## src/core/splice_port_defines.vh

```
`ifndef SPLICE_PORT_DEFINES_VH
`define SPLICE_PORT_DEFINES_VH

// Clocking
`define SYS_CLK_HZ 25000000
`define SYS_CLK_NS 40
`define OVERSAMPLE 16
`define LOCAL_CLK_HZ 251744
`define LOCAL_HALF_CYC (`SYS_CLK_HZ / (2 * `LOCAL_CLK_HZ))
`define DIV_W 12

// Reset notice pulse: least time, rounded up
`define NOTICE_NS 10000
`define NOTICE_CYC ((`NOTICE_NS + `SYS_CLK_NS - 1) / `SYS_CLK_NS)
`define NOTICE_W 9

// Flow-control characters
`define XON_CHAR 8'h11
`define XOFF_CHAR 8'h13

// Pin synchroniser slots
`define PIN_N 9
`define PIN_PRESENT 0
`define PIN_SERIAL_IN 1
`define PIN_OWN_TX_CLK 2
`define PIN_OWN_RX_CLK 3
`define PIN_SET_READY 4
`define PIN_CLEAR_TO_SEND 5
`define PIN_CARRIER 6
`define PIN_SEC_CARRIER 7
`define PIN_RING 8

// Reset values
`define PIN_IDLE 9'h0002
`define FRAME_IDLE 11'h07ff

`endif

```

## src/core/splice_port.v

```verilog
`timescale 1ns/1ps
`include "splice_port_defines.vh"
module splice_port (
  input wire sys_clk_i,
  input wire sys_rst_i,
  input wire option_present_i,
  input wire ctl_serial_in_i,
  input wire own_uart_tx_clk_i,
  input wire own_uart_rx_clk_i,
  input wire set_ready_i,
  input wire clear_to_send_i,
  input wire carrier_i,
  input wire ctl_secondary_carrier_i,
  input wire ring_i,
  input wire [`DIV_W-1:0] tx_half_div_i,
  input wire [`DIV_W-1:0] rx_half_div_i,
  input wire char_7bit_i,
  input wire parity_en_i,
  input wire parity_odd_i,
  input wire terminal_reset_i,
  input wire req_to_send_i,
  input wire term_ready_i,
  input wire secondary_req_i,
  input wire [7:0] tx_data_i,
  input wire tx_valid_i,
  output wire tx_ready_o,
  output wire [7:0] rx_data_o,
  output wire rx_valid_o,
  input wire rx_ready_i,
  output wire rx_error_o,
  output wire tx_stopped_o,
  output wire ctl_serial_out_o,
  output wire ctl_tx_baud_clk_o,
  output wire ctl_rx_baud_clk_o,
  output wire local_link_clk_o,
  output wire controller_reset_notice_o,
  output wire ctl_request_to_send_o,
  output wire ctl_terminal_ready_o,
  output wire ctl_secondary_request_o,
  output wire option_fitted_o,
  output wire set_ready_o,
  output wire clear_to_send_o,
  output wire carrier_o,
  output wire ctl_secondary_carrier_o,
  output wire ring_o
);

  localparam [31:0] LOCAL_HALF = `LOCAL_HALF_CYC;
  localparam [31:0] NOTICE_LEN = `NOTICE_CYC;
  localparam [`PIN_N-1:0] PIN_RST = `PIN_IDLE;

  // Pin synchronisers: three stages, accept once stages two and three agree
  wire [`PIN_N-1:0] pins_raw = {ring_i, ctl_secondary_carrier_i, carrier_i, clear_to_send_i,
    set_ready_i, own_uart_rx_clk_i, own_uart_tx_clk_i, ctl_serial_in_i, option_present_i};
  reg [`PIN_N-1:0] s1_q, s2_q, s3_q, pin_q, pin_prev_q;
  genvar g;
  generate
    for (g = 0; g < `PIN_N; g = g + 1) begin : g_sync
      always @(posedge sys_clk_i) begin
        if (sys_rst_i) begin
          s1_q[g] <= PIN_RST[g];
          s2_q[g] <= PIN_RST[g];
          s3_q[g] <= PIN_RST[g];
          pin_q[g] <= PIN_RST[g];
          pin_prev_q[g] <= PIN_RST[g];
        end else begin
          s1_q[g] <= pins_raw[g];
          s2_q[g] <= s1_q[g];
          s3_q[g] <= s2_q[g];
          if (s2_q[g] == s3_q[g]) begin
            pin_q[g] <= s3_q[g];
          end
          pin_prev_q[g] <= pin_q[g];
        end
      end
    end
  endgenerate

  wire fitted = pin_q[`PIN_PRESENT];
  wire rxd = pin_q[`PIN_SERIAL_IN];
  wire n7 = ~fitted & char_7bit_i;
  wire par_en = ~fitted & parity_en_i;

  // Baud dividers: 0 = transmit, 1 = receive, 2 = local link
  wire [3*`DIV_W-1:0] div_half = {LOCAL_HALF[`DIV_W-1:0], rx_half_div_i, tx_half_div_i};
  reg [2:0] bclk_q;
  wire [2:0] brise;
  generate
    for (g = 0; g < 3; g = g + 1) begin : g_div
      reg [`DIV_W-1:0] cnt_q;
      wire wrap = (cnt_q + 12'h001 >= div_half[g*`DIV_W +: `DIV_W]);
      assign brise[g] = wrap & ~bclk_q[g];
      always @(posedge sys_clk_i) begin
        if (sys_rst_i) begin
          cnt_q <= 12'h000;
          bclk_q[g] <= 1'b0;
        end else if (wrap) begin
          cnt_q <= 12'h000;
          bclk_q[g] <= ~bclk_q[g];
        end else begin
          cnt_q <= cnt_q + 12'h001;
        end
      end
    end
  endgenerate

  // Own UART 16x ticks; a fitted option may supply its own clocks
  wire tx_edge = pin_q[`PIN_OWN_TX_CLK] & ~pin_prev_q[`PIN_OWN_TX_CLK];
  wire rx_edge = pin_q[`PIN_OWN_RX_CLK] & ~pin_prev_q[`PIN_OWN_RX_CLK];
  wire tx_tick = fitted ? tx_edge : brise[0];
  wire rx_tick = fitted ? rx_edge : brise[1];

  wire [3:0] frame_len = 4'h9 + {3'h0, ~n7} + {3'h0, par_en};

  function [10:0] frame;
    input [7:0] d;
    input f7;
    input fpar;
    input fodd;
    reg pb;
    reg [7:0] ext;
    begin
      pb = (^(f7 ? {1'b0, d[6:0]} : d)) ^ fodd;
      ext = f7 ? {fpar ? pb : 1'b1, d[6:0]} : d;
      frame = {1'b1, (fpar & ~f7) ? pb : 1'b1, ext, 1'b0};
    end
  endfunction

  // Receive buffer: head and skid register, so a stalled reader loses no word until both are full; a third word is dropped and flags rx_error_o
  reg [7:0] head_q, skid_q;
  reg head_v_q, skid_v_q, rx_err_q;
  reg push;
  reg [7:0] push_data;
  wire pop = head_v_q & rx_ready_i;

  // Flow control state
  reg stopped_q, xoff_sent_q;
  wire want_xoff = fitted & head_v_q & ~rx_ready_i & ~xoff_sent_q;
  wire want_xon = xoff_sent_q & ~head_v_q;

  // Transmitter
  reg [10:0] tx_sh_q;
  reg [3:0] tx_ph_q, tx_left_q;
  reg tx_busy_q, hold_v_q, tx_ready_q;
  reg [7:0] hold_q;
  always @(posedge sys_clk_i) begin
    if (sys_rst_i) begin
      tx_sh_q <= `FRAME_IDLE;
      tx_ph_q <= 4'h0;
      tx_left_q <= 4'h0;
      tx_busy_q <= 1'b0;
      hold_v_q <= 1'b0;
      hold_q <= 8'h00;
      tx_ready_q <= 1'b1;
      xoff_sent_q <= 1'b0;
    end else begin
      if (~fitted) begin
        xoff_sent_q <= 1'b0;
      end
      if (tx_valid_i & tx_ready_q) begin
        hold_q <= tx_data_i;
        hold_v_q <= 1'b1;
        tx_ready_q <= 1'b0;
      end
      if (tx_tick & tx_busy_q) begin
        tx_ph_q <= tx_ph_q + 4'h1;
        if (tx_ph_q == 4'hf) begin
          tx_sh_q <= {1'b1, tx_sh_q[10:1]};
          tx_left_q <= tx_left_q - 4'h1;
          if (tx_left_q == 4'h1) begin
            tx_busy_q <= 1'b0;
          end
        end
      end else if (tx_tick) begin
        tx_ph_q <= 4'h0;
        tx_left_q <= frame_len;
        if (want_xoff) begin
          tx_sh_q <= frame(`XOFF_CHAR, 1'b0, 1'b0, 1'b0);
          tx_busy_q <= 1'b1;
          xoff_sent_q <= 1'b1;
        end else if (want_xon) begin
          tx_sh_q <= frame(`XON_CHAR, 1'b0, 1'b0, 1'b0);
          tx_busy_q <= 1'b1;
          xoff_sent_q <= 1'b0;
        end else if (hold_v_q & ~stopped_q) begin
          tx_sh_q <= frame(hold_q, n7, par_en, parity_odd_i);
          tx_busy_q <= 1'b1;
          hold_v_q <= 1'b0;
          tx_ready_q <= 1'b1;
        end
      end
    end
  end

  // Receiver
  reg [9:0] rx_bits_q;
  reg [3:0] rx_ph_q, rx_idx_q;
  reg rx_busy_q, rx_start_q, rx_done_q;
  wire [7:0] rx_word = n7 ? {1'b0, rx_bits_q[6:0]} : rx_bits_q[7:0];
  wire rx_pb = n7 ? rx_bits_q[7] : rx_bits_q[8];
  wire rx_bad = ~rx_bits_q[frame_len - 4'h2] | (par_en & ((^rx_word) ^ rx_pb ^ parity_odd_i));
  always @(posedge sys_clk_i) begin
    if (sys_rst_i) begin
      rx_bits_q <= 10'h000;
      rx_ph_q <= 4'h0;
      rx_idx_q <= 4'h0;
      rx_busy_q <= 1'b0;
      rx_start_q <= 1'b0;
      rx_done_q <= 1'b0;
    end else begin
      rx_done_q <= 1'b0;
      if (rx_tick & ~rx_busy_q & ~rxd) begin
        rx_busy_q <= 1'b1;
        rx_start_q <= 1'b1;
        rx_ph_q <= 4'h0;
        rx_idx_q <= 4'h0;
      end else if (rx_tick & rx_busy_q) begin
        rx_ph_q <= rx_ph_q + 4'h1;
        if (rx_start_q & (rx_ph_q == 4'h7)) begin
          // Mid-start check rejects glitches shorter than half a bit
          rx_start_q <= 1'b0;
          rx_ph_q <= 4'h0;
          rx_busy_q <= ~rxd;
        end else if (~rx_start_q & (rx_ph_q == 4'hf)) begin
          rx_bits_q[rx_idx_q] <= rxd;
          rx_idx_q <= rx_idx_q + 4'h1;
          if (rx_idx_q == frame_len - 4'h2) begin
            rx_busy_q <= 1'b0;
            rx_done_q <= 1'b1;
          end
        end
      end
    end
  end

  // Received XON/XOFF are consumed on the fitted link, not delivered
  always @* begin
    push = rx_done_q & ~rx_bad;
    push_data = rx_word;
    if (fitted & ((rx_word == `XON_CHAR) | (rx_word == `XOFF_CHAR))) begin
      push = 1'b0;
    end
  end

  always @(posedge sys_clk_i) begin
    if (sys_rst_i) begin
      stopped_q <= 1'b0;
      head_q <= 8'h00;
      skid_q <= 8'h00;
      head_v_q <= 1'b0;
      skid_v_q <= 1'b0;
      rx_err_q <= 1'b0;
    end else begin
      if (~fitted) begin
        stopped_q <= 1'b0;
      end else if (rx_done_q & ~rx_bad & (rx_word == `XOFF_CHAR)) begin
        stopped_q <= 1'b1;
      end else if (rx_done_q & ~rx_bad & (rx_word == `XON_CHAR)) begin
        stopped_q <= 1'b0;
      end
      rx_err_q <= (rx_done_q & rx_bad) | (push & ~pop & skid_v_q);
      if (pop) begin
        if (skid_v_q) begin
          head_q <= skid_q;
          skid_v_q <= push;
          skid_q <= push_data;
        end else begin
          head_v_q <= push;
          head_q <= push_data;
        end
      end else if (push) begin
        if (~head_v_q) begin
          head_v_q <= 1'b1;
          head_q <= push_data;
        end else if (~skid_v_q) begin
          skid_v_q <= 1'b1;
          skid_q <= push_data;
        end
      end
    end
  end

  // Reset notice and modem control outputs
  reg [`NOTICE_W-1:0] notice_cnt_q;
  reg notice_q, rts_q, dtr_q, srq_q;
  always @(posedge sys_clk_i) begin
    if (sys_rst_i | terminal_reset_i) begin
      notice_cnt_q <= NOTICE_LEN[`NOTICE_W-1:0];
      notice_q <= 1'b1;
    end else begin
      if (notice_cnt_q != {`NOTICE_W{1'b0}}) begin
        notice_cnt_q <= notice_cnt_q - {{(`NOTICE_W-1){1'b0}}, 1'b1};
      end
      notice_q <= (notice_cnt_q > {{(`NOTICE_W-1){1'b0}}, 1'b1});
    end
  end
  always @(posedge sys_clk_i) begin
    if (sys_rst_i) begin
      rts_q <= 1'b0;
      dtr_q <= 1'b0;
      srq_q <= 1'b0;
    end else begin
      rts_q <= req_to_send_i;
      dtr_q <= term_ready_i;
      srq_q <= secondary_req_i;
    end
  end

  assign tx_ready_o = tx_ready_q;
  assign rx_data_o = head_q;
  assign rx_valid_o = head_v_q;
  assign rx_error_o = rx_err_q;
  assign tx_stopped_o = stopped_q;
  assign ctl_serial_out_o = tx_sh_q[0];
  assign ctl_tx_baud_clk_o = bclk_q[0];
  assign ctl_rx_baud_clk_o = bclk_q[1];
  assign local_link_clk_o = bclk_q[2];
  assign controller_reset_notice_o = notice_q;
  assign ctl_request_to_send_o = rts_q;
  assign ctl_terminal_ready_o = dtr_q;
  assign ctl_secondary_request_o = srq_q;
  assign option_fitted_o = fitted;
  assign set_ready_o = pin_q[`PIN_SET_READY];
  assign clear_to_send_o = pin_q[`PIN_CLEAR_TO_SEND];
  assign carrier_o = pin_q[`PIN_CARRIER];
  assign ctl_secondary_carrier_o = pin_q[`PIN_SEC_CARRIER];
  assign ring_o = pin_q[`PIN_RING];

endmodule // splice_port

```

## config.mk

```make
export PLATFORM = sky130hd
export DESIGN_NAME = splice_port
export DESIGN_NICKNAME = d
export VERILOG_FILES = /design/src/core/splice_port.v
export VERILOG_INCLUDE_DIRS = /design/src /design/src/core
export SDC_FILE = /design/constraint.sdc
export NUM_CORES = 1
export LEC_CHECK = 0
export BUFFER_PORTS_ARGS = -buffer_cell sky130_fd_sc_hd__buf_4
export CAP_MARGIN = 10
export CORE_AREA = 4 4 129 131
export DETAILED_ROUTE_END_ITERATION = 8
export DIE_AREA = 0 0 133 135
export GPL_TIMING_DRIVEN = 0
export PLACE_DENSITY_LB_ADDON = 0.1
export RECOVER_POWER = 100
export SLEW_MARGIN = 20
export SYNTH_ARGS = -nofsm -noshare
export SYNTH_HDL_FRONTEND = slang
export SYNTH_SLANG_ARGS = --single-unit
```

## constraint.sdc

```tcl
create_clock -name sys_clk_i -period 5.8 [get_ports sys_clk_i]
set_input_delay 0.58 -clock sys_clk_i [delete_from_list [all_inputs] [get_ports sys_clk_i]]
set_output_delay 0.58 -clock sys_clk_i [all_outputs]
set_load 0.01 [all_outputs]
```

# Word-level counts from Yosys, hierarchy flattened
# Cells that the tools add are included.
# totals
regBits	162
elab_cells	270
# classes
add_sub_neg	11
n_lt_le_gt_ge	7
eq_ne	21
mux	76
n_bitwise	56
n_reduce_logical	30
# ops
operator	count
$mux 8	11
$mux 11	6
$mux 1	50
$add 12x1->12 const B	3
$and 1x1->1	28
$ge 12x12->1	2
$mux 4	6
$not 1->1	21
$eq 8x5->1 const B	2
$reduce_xor 8->1	2
$add 4x1->4 const B	3
$ge 12x6->1 const B	1
$reduce_and 3->1	4
$reduce_bool 2->1	6
$bwmux 10	1
$lt 4x5->1 const B	2
$reduce_and 2->1	5
$reduce_or 2->1	5
$eq 1x1->1	9
$gt 9x1->1 const B	1
$reduce_bool 9->1	1
$sub 9x1->9 const B	1
$eq 4x4->1 const B	2
$reduce_and 4->1	2
18 further kinds	27

# Longest topological paths before layout
# Gate-level depths: netlist (run 1).
# logic_depth
ltp_word	16
mapped_depth	14

# Worst setup path before layout (run 1)
# No wires, ideal clock.
# synth_path
path_kind	register -> register
startpoint	reg g_div[1].cnt_q[2]
endpoint	reg rx_bits_q[8]
t_arrival_ps	2939
path_slack_ps	2726
path_stages_with_launch	12
synth_period_minus_slack_ps	3074
path_cell_list	dfxtp_1 nand3_1 or4_1 xnor2_1 ha_1 nand4_1 nor4_1 a21oi_1 o21a_1 clkbuf_1 o311ai_0 o41ai_1
# synth_between
elab_chain_len	8
# synth_rtl
element	line	text
from (decl)	splice_port.v:90	reg [`DIV_W-1:0] cnt_q;
from (signal assigned)	splice_port.v:101	cnt_q <= cnt_q + 12'h001;
$add 12x1->12 *	splice_port.v:91	wire wrap = (cnt_q + 12'h001 >= div_half[g*`DIV_W +: `DIV_W]);
$ge 12x12->1 *	splice_port.v:91	
$and 1x1->1 *	splice_port.v:92	assign brise[g] = wrap & ~bclk_q[g];
$mux 1 *	splice_port.v:111	wire rx_tick = fitted ? rx_edge : brise[1];
$and 1x1->1 (2 in series)	splice_port.v:212	if (rx_tick & ~rx_busy_q & ~rxd) begin
$not 1->1 (no source line)	-	
$reduce_and 4->1 (no source line) *	-	
to (signal, indexed assignment)	splice_port.v:225	rx_bits_q[rx_idx_q] <= rxd;
to (decl)	splice_port.v:196	reg [9:0] rx_bits_q;
# Every way passes the cells marked *; elsewhere a longest branch is shown, timed or not.
# A chain may end at the register's enable or synchronous reset.

# Worst setup path in the final report (run 1)
# layout_path
startpoint	reg pin_q[0], in the netlist option_fitted_o
endpoint	reg head_q[1], in the netlist rx_data_o[1]
# layout_between
elab_chain_len	15
# layout_rtl
element	line	text
from (decl)	splice_port.v:55	reg [`PIN_N-1:0] s1_q, s2_q, s3_q, pin_q, pin_prev_q;
from (signal, indexed assignment)	splice_port.v:64	pin_q[g] <= PIN_RST[g];
from (signal, indexed assignment)	splice_port.v:71	pin_q[g] <= s3_q[g];
$not 1->1 (no source line)	-	
$and 1x1->1	splice_port.v:81	wire n7 = ~fitted & char_7bit_i;
$not 1->1	splice_port.v:113	wire [3:0] frame_len = 4'h9 + {3'h0, ~n7} + {3'h0, par_en};
$add 4x1->4 (2 in series)	splice_port.v:113	
$sub 4x2->4	splice_port.v:201	wire rx_bad = ~rx_bits_q[frame_len - 4'h2] | (par_en & ((^rx_word) ^ rx_pb ^ parity_odd_i));
$bmux 1 s4	splice_port.v:201	
$mux 1 (implied by the code)	splice_port.v:201	
$not 1->1	splice_port.v:201	
$or 1x1->1	splice_port.v:201	
$not 1->1	splice_port.v:238	push = rx_done_q & ~rx_bad;
$and 1x1->1	splice_port.v:238	
$mux 1 *	splice_port.v:240	if (fitted & ((rx_word == `XON_CHAR) | (rx_word == `XOFF_CHAR))) begin
$reduce_bool 2->1 (no source line) *	-	
$reduce_and 2->1 (no source line) *	-	
to (signal assigned)	splice_port.v:264	head_q <= skid_q;
to (signal assigned)	splice_port.v:269	head_q <= push_data;
to (signal assigned)	splice_port.v:274	head_q <= push_data;
to (decl)	splice_port.v:130	reg [7:0] head_q, skid_q;
# Every way passes the cells marked *; elsewhere a longest branch is shown, timed or not. The select of a mux whose other input is x is not followed.

==> impl_metrics.py, run 1 <==
metrics = {
    "power_and_ir_drop": {
        "seqPwrFrac_pct": 47.4,
        "p_switching_w": 0.000584,
        "power_leakage_nw": 3.51,
        "power_density_nw_per_um2": 268,
        "p_sw_share_pct": 24.2,
        "pwr-share-comb_pct": 6.3,
        "finalPower_w": 0.00241,
        "internal-power_w": 0.00182,
        "ir_drop_mv": 0.307,
        "clockPowerShare_pct": 46.4,
    },
    "logic_synthesis": {
        "synth_top_area_share_pct": 42.0,
        "yosysSeqAreaShare_pct": 42.0,
        "yosysWarningCount": 0,
        "netlist_instances": 883,
        "ys_types": 67,
        "ys.flop_type": "dfxtp_1",
        "synth_area_leaders": "dfxtp_1 (42%), ha_1 (7.5%), nor2b_1 (4.5%), nand2_1 (4.4%), nand3_1 (3.8%)",
        "yosys.area.top_type": "dfxtp_1",
        "async_flop_share_pct": 0,
        "synth.ff_latch_count": 161,
        "postSynthAreaPerCell_um2": 8.69,
        "synth_edf_count": 0,
        "syn_area_um2": 7670,
    },
    "sta": {
        "period_needed_ns": 3.96,
        "layout_setup_ws_ns": 1.84,
        "fin_crit_sh_pct": 68.2,
        "max_clock_freq_mhz": 253,
        "fin_skew_ns": 0.00779,
        "hold_viol": 0,
        "final-max-slew-violation-count": 0,
        "slew-limit-headroom_pct": 25.8,
        "setup_viol_count_final": 0,
        "tightest_slew_ns": 1.11,
        "rsz0062_at_grt": "no",
        "tns_ns": 0,
    },
    "final_layout": {
        "fin_cells": 1213,
        "utilization_pct": 57.6,
        "final_cell_mix": "dfxtp_1 (161), nand2_1 (89), nor2_1 (63), nand3_1 (59), clkbuf_1 (57)",
        "final_common_cell": "dfxtp_1",
        "antenna-diode-count": 0,
        "num-nets-final": 1082,
        "layout-drive-gt1-share_pct": 9.23,
        "syn2layout_area_growth_pct": 17.2,
    },
    "placed_design": {
        "pre_cts_ws_ns": 2.21,
        "gp_congestion": 0.840,
        "dpl.hpwl_um": 12400,
        "port_buffers": 77,
        "dp_cells": 1181,
    },
    "floorplan": {
        "io_pins": 78,
        "die_area_um2": 18000,
        "die_w_um": 133,
        "rows": 46,
        "die_h_um": 135,
        "start_util_pct": 49.2,
        "core_um2": 15600,
    },
    "routing": {
        "wl_um": 17000,
        "drtAntennaViolNets": 0,
        "via_count": 6347,
        "firstDrtPassIters": 5,
        "wl_per_cell_um": 14.0,
        "drc": 0,
        "vias_per_cell": 5.23,
        "drtIter0Drc": 390,
    },
    "global_route": {
        "grt_pass1_vias": 6142,
        "track_usage_pct": 19.7,
        "grt_max_degree": 17,
        "antenna_found_initial": 0,
        "overflow": 0,
        "grt_pass1_wl_um": 28800,
    },
    "clock_tree": {
        "clock_latency_ns": 0.43,
        "cts_tree": "built",
        "cts_buffers": 17,
        "h-tree-depth": 4,
        "post_cts_resized": 0,
        "clk_path_buf_depth": 2,
        "clock_sinks": 161,
        "postCtsSetupBuffers": 0,
        "hold_buffers": 0,
        "clk_pin_slew_ns": 0.07,
        "root_buffer": "clkbuf_16",
    },
    "critical_path": {
        "critical_path.max_fanout": 9,
        "end_kind": "flop",
        "path_class": "flop to flop",
        "cp.arrival_ns": 4.23,
        "crit_required_ns": 6.08,
        "startpoint_type": "flop",
    },
    "status": {
        "status": "completed",
    },
    "flow_run": {
        "cap_violations": 0,
    },
    "worst_hold_path": {
        "min_path_type": "input port to flop",
    },
}
## path summary, 6_finish.rpt
kind,start,endpoint,slack [ns],depth (start not counted)
worst min register to register,s1_q[1],s2_q[1],0.41,1
worst min-delay path,ctl_serial_in_i,s1_q[1],0.33,2
worst max-delay path,option_fitted_o,rx_data_o[1],1.84,10
worst max register to register,option_fitted_o,rx_data_o[1],1.84,10
## cell usage after synthesis (7+ instances only)
master,n
a211oi_1,14
a21oi_1,51
a31oi_1,8
and3_1,9
clkbuf_1,25
dfxtp_1,161
ha_1,46
inv_1,51
mux2i_1,24
nand2_1,89
nand2b_1,10
nand3_1,59
nand4_1,7
nor2_1,63
nor2b_1,55
nor3_1,24
nor4_1,14
o21ai_0,34
xnor2_1,28
xor2_1,14
## power groups by stage
stage          combinational [W]  sequential (W)  clock, W
6_report                0.000150         0.00114   0.00112
5_1_grt                 0.000170         0.00114   0.00120
4_1_cts                 0.000155         0.00114   0.00114
3_5_place_dp            0.000154         0.00116         0
3_3_place_gp            0.000153         0.00116         0
2_1_floorplan          0.0000927         0.00116         0
## through the flow
| stage | area, um^2 | hold slack [ns] |
|---|---|---|
| 4_1_cts | 9130 | 0.320 |
| 3_3_place_gp | 8540 | 0.397 |
| 2_1_floorplan | 7690 | 0.389 |
| 6_report | 8990 | 0.328 |
| 5_1_grt | 8990 | 0.330 |
| 3_5_place_dp | 8540 | 0.401 |
## metal layers
metal	vias to the layer above	GRT usage, %	wire (um)
met3	16	4.66	818
met1	2909	26.0	8210
li1	3294	-	-
met4	0	6.64	212
met2	128	31.8	7780
met5	-	0	0
## flip-flops by register name, summed over array words and instances, names as in the netlist, 2 cells and up
name	count
pin_prev_q	2
pin_q	2
tx_ph_q	4
rx_data_o	8
tx_left_q	4
rx_bits_q	10
rx_idx_q	4
s3_q	9
s1_q	9
tx_sh_q	10
rx_ph_q	4
g_div.cnt_q	36
notice_cnt_q	9
s2_q	9
skid_q	8
hold_q	8
## logic make-up after synthesis
kind of cell | after synthesis | synth area share [%]
AND/OR/NAND/NOR | 362 | 23.7
AO/OA/AOI/OAI | 161 | 13.9
flip-flops | 161 | 42.0
buffers and inverters | 82 | 4.12
adder cells (fa/ha/maj) | 46 | 7.50
XOR/XNOR | 43 | 5.10
multiplexers | 27 | 3.72
other | 1 | 0.0489
## final cells by class
| type | count | area [um^2] |
|---|---|---|
| Clock inverter | 13 | 139 |
| Fill cell | 1408 | 6610 |
| Sequential cell | 161 | 3220 |
| Multi-Input combinational cell | 645 | 4120 |
| Timing Repair Buffer | 77 | 477 |
| Tap cell | 216 | 270 |
| Clock buffer | 19 | 453 |
| Inverter | 52 | 195 |
| Buffer | 30 | 113 |
## critical path: stages, from the launching register on
cell,delay [ns]
dfxtp_1,0.58
nand2b_1,0.20
clkbuf_1,0.28
nand2_1,0.19
ha_1,0.33
xor2_1,0.14
xnor3_1,0.48
a211oi_1,0.93
or2_2,0.24
clkbuf_1,0.29
a211oi_1,0.14
No activity file was read; power rests on OpenSTA's default activity.
==> run 2: changes to the inputs <==
--- a/config.mk
+++ b/config.mk
@@ -6,11 +6,12 @@
 export SDC_FILE = /design/constraint.sdc
 export NUM_CORES = 1
 export LEC_CHECK = 0
+export ABC_AREA = 1
 export BUFFER_PORTS_ARGS = -buffer_cell sky130_fd_sc_hd__buf_4
 export CAP_MARGIN = 10
-export CORE_AREA = 4 4 129 131
+export CORE_AREA = 4 4 131 133
 export DETAILED_ROUTE_END_ITERATION = 8
-export DIE_AREA = 0 0 133 135
+export DIE_AREA = 0 0 135 137
 export GPL_TIMING_DRIVEN = 0
 export PLACE_DENSITY_LB_ADDON = 0.1
 export RECOVER_POWER = 100
==> constraint.sdc (replaced) <==
create_clock -name sys_clk_i -period 3.9 [get_ports sys_clk_i]
set_input_delay 0.39 -clock sys_clk_i [delete_from_list [all_inputs] [get_ports sys_clk_i]]
set_output_delay 0.39 -clock sys_clk_i [all_outputs]
set_load 0.01 [all_outputs]
==> run 2 against run 1 <==
- clock power is 47% higher
- sequential cell count stayed put
- power is 49% higher
- sequential share of layout area is 0.83 points lower
- largest power group unchanged
==> impl_metrics.py, run 2 <==
metrics = {
    "logic_synthesis": {
        "syn_area_um2": 7890,
        "synth_common_cells": "nand2_1 (236), inv_1 (182), nor2_1 (171)",
        "synth_area_leaders": "dfxtp_1 (41%), nand2_1 (11%), inv_1 (8.7%), nor2_1 (8.1%), ha_1 (7.3%)",
        "yosysWarningCount": 0,
        "synth_top_area_share_pct": 40.8,
        "ys.flop_type": "dfxtp_1",
        "synth_edf_count": 0,
        "async_flop_share_pct": 0,
        "yosysMostFrequentCell": "nand2_1",
        "ys_types": 48,
        "postSynthAreaPerCell_um2": 7.11,
        "yosysSeqAreaShare_pct": 40.8,
        "netlist_instances": 1110,
        "yosys.area.top_type": "dfxtp_1",
        "synth.ff_latch_count": 161,
    },
    "clock_tree": {
        "h-tree-depth": 4,
        "post_cts_resized": 0,
        "clock_sinks": 161,
        "clock_latency_ns": 0.43,
        "root_buffer": "clkbuf_16",
        "hold_buffers": 0,
        "clk_pin_slew_ns": 0.07,
        "cts_tree": "built",
        "cts_buffers": 17,
        "clk_path_buf_depth": 2,
        "postCtsSetupBuffers": 0,
    },
    "placed_design": {
        "dpl.hpwl_um": 12600,
        "dp_cells": 1407,
        "place_area_um2": 8750,
        "pre_cts_ws_ns": 0.284,
        "port_buffers": 76,
        "gp_congestion": 0.823,
    },
    "critical_path": {
        "end_kind": "flop",
        "regToRegSetupSlack_ns": 0.49,
        "cp.arrival_ns": 3.74,
        "startpoint_type": "flop",
        "endpoint": "rx_bits_q[8]",
        "r2r_start": "g_div[1].cnt_q[0]",
        "path_class": "flop to flop",
        "r2r_cells": 21,
        "crit_required_ns": 4.23,
        "reg2reg_to": "rx_bits_q[8]",
        "critical_path.max_fanout": 10,
        "cp-startpoint": "g_div[1].cnt_q[0]",
    },
    "floorplan": {
        "start_util_pct": 49.9,
        "die_h_um": 137,
        "die_area_um2": 18500,
        "rows": 46,
        "io_pins": 78,
        "core_um2": 15800,
        "die_w_um": 135,
    },
    "final_layout": {
        "final_cell_mix": "nand2_1 (239), inv_1 (183), nor2_1 (170), dfxtp_1 (161), nand3_1 (70)",
        "layout-drive-gt1-share_pct": 9.16,
        "fin_cells": 1439,
        "stdcell_area_um2": 9210,
        "final_common_cell": "nand2_1",
        "max_flop_register": "g_div.cnt_q",
        "num-nets-final": 1308,
        "syn2layout_area_growth_pct": 16.6,
        "antenna-diode-count": 0,
        "reg.largest.list": "g_div.cnt_q: 36 flops, rx_bits_q: 10 flops, tx_sh_q: 10 flops",
        "largest_register_ffs": 36,
    },
    "power_and_ir_drop": {
        "finalPower_w": 0.00359,
        "power_density_nw_per_um2": 390,
        "ir_drop_mv": 0.331,
        "power_leakage_nw": 4.33,
    },
    "sta": {
        "max_clock_freq_mhz": 294,
        "fin_crit_sh_pct": 87.3,
        "rsz0062_at_grt": "no",
        "final-max-slew-violation-count": 0,
        "tns_ns": 0,
        "hold_viol": 0,
        "setup_viol_count_final": 0,
        "tightest_slew_ns": 0.705,
        "slew-limit-headroom_pct": 53.0,
        "period_needed_ns": 3.41,
        "fin_skew_ns": 0.0134,
        "layout_setup_ws_ns": 0.494,
    },
    "status": {
        "status": "completed",
    },
    "global_route": {
        "grt_pass1_vias": 6254,
        "grt_pass1_wl_um": 27800,
        "grt_max_degree": 17,
        "overflow": 0,
        "antenna_found_initial": 0,
        "track_usage_pct": 18.4,
    },
    "routing": {
        "drc": 0,
        "wl_per_cell_um": 11.5,
        "drtIter0Drc": 288,
        "drtAntennaViolNets": 0,
        "via_count": 6784,
        "dr.max_layer_used": "met4",
        "vias_per_cell": 4.71,
        "route.met3.wl_um": 747,
        "dr_wl_met2_um": 7420,
        "wl_um": 16600,
        "firstDrtPassIters": 5,
        "wirelength_met1_um": 8180,
    },
    "worst_hold_path": {
        "min_path_type": "input port to flop",
    },
    "flow_run": {
        "cap_violations": 0,
    },
}
-- run 2: cell types whose count changed in the layout (fill, tap and decap cells not counted), sizes merged, moves of 13 or more --
cell,before,now
clkbuf,76,63
inv,59,195
nand2,89,244
nor2b,55,0
mux2i,24,0
o21ai,34,49
nor2,63,172
xnor2,28,9
-- run 2: stage by stage --
step	util, %	hold WS, ns
after global placement	55.3	0.388
after detailed placement	55.3	0.392
after floorplan	-	0.388
after CTS	59.0	0.124
after global routing	58.2	0.136
final	58.2	0.134
-- run 2: metal layers --
layer  up-vias  global-route usage [%]
met5         -                       0
met3        21                    5.26
met4         0                    5.60
li1       3658                       -
met1      2997                    24.4
met2       108                    29.4
-- run 2: kinds of logic (layout without fill, tap and decap cells) --
family / count (synthesis) / in the layout / synth area share (%)
flip-flops: 161 / 161 / 40.8
other: 1 / 6 / 0.0475
adder cells (fa/ha/maj): 46 / 46 / 7.29
XOR/XNOR: 30 / 30 / 3.33
AO/OA/AOI/OAI: 132 / 132 / 9.19
buffers and inverters: 212 / 320 / 10.6
AND/OR/NAND/NOR: 528 / 528 / 28.7
-- run 2: how the worst min path moves through the flow --
stage | startpoint | to | slack (ns) | depth (start not counted)
finish | ctl_serial_in_i | s1_q[1] | 0.13 | 2
global placement | s1_q[8] | s2_q[8] | 0.39 | 2
detailed placement | s1_q[5] | s2_q[5] | 0.39 | 2
CTS | ctl_serial_in_i | s1_q[1] | 0.12 | 2
floorplan | s1_q[0] | s2_q[0] | 0.39 | 2
global route | ctl_serial_in_i | s1_q[1] | 0.14 | 2
-- run 2: report_power, final --
| group | switching (W) | leakage, nW | internal, W |
|---|---|---|---|
| Combinational | 0.000137 | 2.74 | 0.000102 |
| Clock | 0.000731 | 0.279 | 0.000917 |
| Sequential | 0.0000215 | 1.31 | 0.00168 |
-- run 2: layout make-up --
type,count,area [um^2]
multi-input cells,742,3840
clock inverters,14,145
inverters,187,702
plain buffers,25,111
repair buffers,76,473
fillers,1574,6620
flip-flops and latches,161,3220
well taps,216,270
clock buffers,18,439
-- run 2: critical path, stage by stage, from the launching register on --
cell and delay (ns):
dfxtp_1 0.38, ha_1 0.19, nand2_1 0.09, nor2_1 0.15
inv_1 0.07, nor2_1 0.17, nand2_1 0.11, o21ai_0 0.27
inv_1 0.08, ha_1 0.29, nand4_1 0.11, nor2_1 0.13
nand2_1 0.11, nand2_1 0.10, nand3_1 0.13, nand2_4 0.16
nand2_4 0.12, nor2_8 0.13, clkbuf_2 0.25, nand2_1 0.10
nor2_1 0.10, nor2_1 0.06
==> run 3: changes to the inputs <==
--- a/config.mk
+++ b/config.mk
@@ -13,7 +13,7 @@
 export DETAILED_ROUTE_END_ITERATION = 8
 export DIE_AREA = 0 0 135 137
 export GPL_TIMING_DRIVEN = 0
-export PLACE_DENSITY_LB_ADDON = 0.1
+export PLACE_DENSITY = 0.68
 export RECOVER_POWER = 100
 export SLEW_MARGIN = 20
 export SYNTH_ARGS = -nofsm -noshare
==> run 3 against run 2 <==
- maximum frequency is 0.61% lower
- largest cell class unchanged
- via count is 0.97% higher
- count of clock-buffer cells in the layout is 2 higher
==> impl_metrics.py, run 3 (same netlist as run 2, synthesis figures left out) <==
metrics = {
    "clock_tree": {
        "clk_path_buf_depth": 2,
        "post_cts_resized": 0,
        "clock_latency_ns": 0.42,
        "clk_pin_slew_ns": 0.06,
        "cts_buffers": 17,
        "clock_sinks": 161,
        "cts_tree": "built",
        "hold_buffers": 0,
        "root_buffer": "clkbuf_16",
        "h-tree-depth": 4,
        "postCtsSetupBuffers": 0,
    },
    "worst_hold_path": {
        "whs_path_depth": 2,
        "min_path_type": "input port to flop",
        "hp-start": "ctl_serial_in_i",
        "worstHoldEndpoint": "s1_q[1]",
    },
    "critical_path": {
        "r2r_cells": 21,
        "end_kind": "flop",
        "r2r_start": "g_div[1].cnt_q[0]",
        "path_class": "flop to flop",
        "path_buf_inv": 3,
        "worstPathCellList": "ha_1 -> nand2_1 -> nor2_1 -> inv_1 -> nor2_1 -> nand2_1 -> o21ai_0 -> inv_1 -> ha_1 -> nand4_1 -> nor2_1 -> nand2_1 -> nand2_1 -> nand3_1 -> nand2_4 -> nand2_4 -> nor2_8 -> clkbuf_2 -> nand2_1 -> nor2_1 -> nor2_1",
        "critical_path.max_fanout": 10,
        "regToRegSetupSlack_ns": 0.47,
        "startpoint_type": "flop",
        "cpMaxStageDelayCell": "dfxtp_1",
        "cp.arrival_ns": 3.75,
        "reg2reg_to": "rx_bits_q[8]",
        "critPathMaxStageDelay_ns": 0.39,
        "crit_required_ns": 4.22,
        "path_delay_family": "simple AND/OR/NAND/NOR gates",
    },
    "sta": {
        "setup_viol_count_final": 0,
        "fin_skew_ns": 0.00539,
        "layout_setup_ws_ns": 0.473,
        "period_needed_ns": 3.43,
        "tightest_slew_ns": 0.643,
        "hold_viol": 0,
        "final-max-slew-violation-count": 0,
        "fin_crit_sh_pct": 87.9,
        "rsz0062_at_grt": "no",
        "max_clock_freq_mhz": 292,
        "slew-limit-headroom_pct": 57.1,
        "hold_slack_ns": 0.152,
        "tns_ns": 0,
    },
    "final_layout": {
        "syn2layout_area_growth_pct": 16.9,
        "antenna-diode-count": 0,
        "utilization_pct": 58.3,
        "final_common_cell": "nand2_1",
        "max_flop_register": "g_div.cnt_q",
        "num-nets-final": 1308,
        "layout-drive-gt1-share_pct": 9.08,
        "reg.largest.list": "g_div.cnt_q: 36 flops, rx_bits_q: 10 flops, tx_sh_q: 10 flops",
        "largest_register_ffs": 36,
        "final_cell_mix": "nand2_1 (239), inv_1 (183), nor2_1 (170), dfxtp_1 (161), nand3_1 (70)",
    },
    "power_and_ir_drop": {
        "power_density_nw_per_um2": 395,
        "ir_drop_mv": 0.314,
        "power_leakage_nw": 4.31,
    },
    "floorplan": {
        "io_pins": 78,
        "die_area_um2": 18500,
        "rows": 46,
        "die_w_um": 135,
        "core_um2": 15800,
        "start_util_pct": 49.9,
        "die_h_um": 137,
    },
    "global_route": {
        "grt_max_degree": 17,
        "grt_pass1_vias": 6545,
        "overflow": 0,
        "grt_pass1_wl_um": 29300,
        "antenna_found_initial": 0,
        "track_usage_pct": 19.3,
    },
    "routing": {
        "drtAntennaViolNets": 0,
        "firstDrtPassIters": 5,
        "via_count": 6850,
        "wl_um": 16800,
        "drtIter0Drc": 355,
        "wl_per_cell_um": 11.7,
        "vias_per_cell": 4.76,
        "drc": 0,
    },
    "placed_design": {
        "dpl.hpwl_um": 12700,
        "port_buffers": 76,
        "pre_cts_ws_ns": 0.246,
        "gp_congestion": 0.856,
    },
    "status": {
        "status": "completed",
    },
    "flow_run": {
        "cap_violations": 0,
    },
}
## run 3: changes by cell type in the layout (fill, tap and decap cells not counted), moves of 2 or more
cell	before	now
clkinvlp_4	3	5
inv_6	6	1
inv_8	2	0
clkbuf_1	43	45
bufinv_16	1	3
## run 3: final cells by class
| type | instances | area [um^2] |
|---|---|---|
| Fill cell | 1557 | 6600 |
| Clock buffer | 20 | 447 |
| Multi-Input combinational cell | 742 | 3840 |
| Tap cell | 216 | 270 |
| Buffer | 25 | 111 |
| Sequential cell | 161 | 3220 |
| Inverter | 187 | 704 |
| Timing Repair Buffer | 76 | 473 |
| Clock inverter | 12 | 159 |
## run 3: where the power goes
group | switching (W) | internal (W) | total [W]
sequential | 0.0000224 | 0.00168 | 0.00170
clock | 0.000679 | 0.00103 | 0.00171
combinational | 0.000136 | 0.000102 | 0.000238
total | 0.000837 | 0.00281 | 0.00365
## run 3: how the worst max path moves through the flow
stage	startpoint	endpoint	slack (ns)	cells after the start
floorplan	g_div[0].cnt_q[0]	tx_sh_q[2]	0.86	23
global placement	g_div[0].cnt_q[0]	tx_sh_q[2]	0.33	23
detailed placement	g_div[0].cnt_q[0]	tx_sh_q[2]	0.25	23
CTS	g_div[0].cnt_q[0]	tx_sh_q[2]	0.23	23
global route	g_div[0].cnt_q[0]	tx_sh_q[8]	0.02	23
finish	g_div[1].cnt_q[0]	rx_bits_q[8]	0.47	21
## run 3: through the flow
step | std cells | area, um^2 | power, W
3_5_place_dp | 1407 | 8750 | 0.00198
3_3_place_gp | 1407 | 8750 | 0.00198
4_1_cts | 1439 | 9360 | 0.00369
5_1_grt | 1439 | 9230 | 0.00380
2_1_floorplan | 1115 | 7910 | 0.00189
6_report | 1439 | 9230 | 0.00365
## run 3: routing by layer
metal / track usage [%] / vias up / share of wire (%)
met3: 4.38 / 21 / 4.2
met2: 32.1 / 122 / 46
met1: 25.1 / 3040 / 48
met5: 0 / - / 0
li1: - / 3667 / -
met4: 5.77 / 0 / 1.2
## run 3: worst register-to-register path, delay by kind of cell (launching register included)
family / cells / cell delay (ns)
fa+ha+maj: 2 / 0.47
simple gates: 15 / 1.78
buf+inv: 3 / 0.40
compound gates: 1 / 0.28
flops: 1 / 0.39
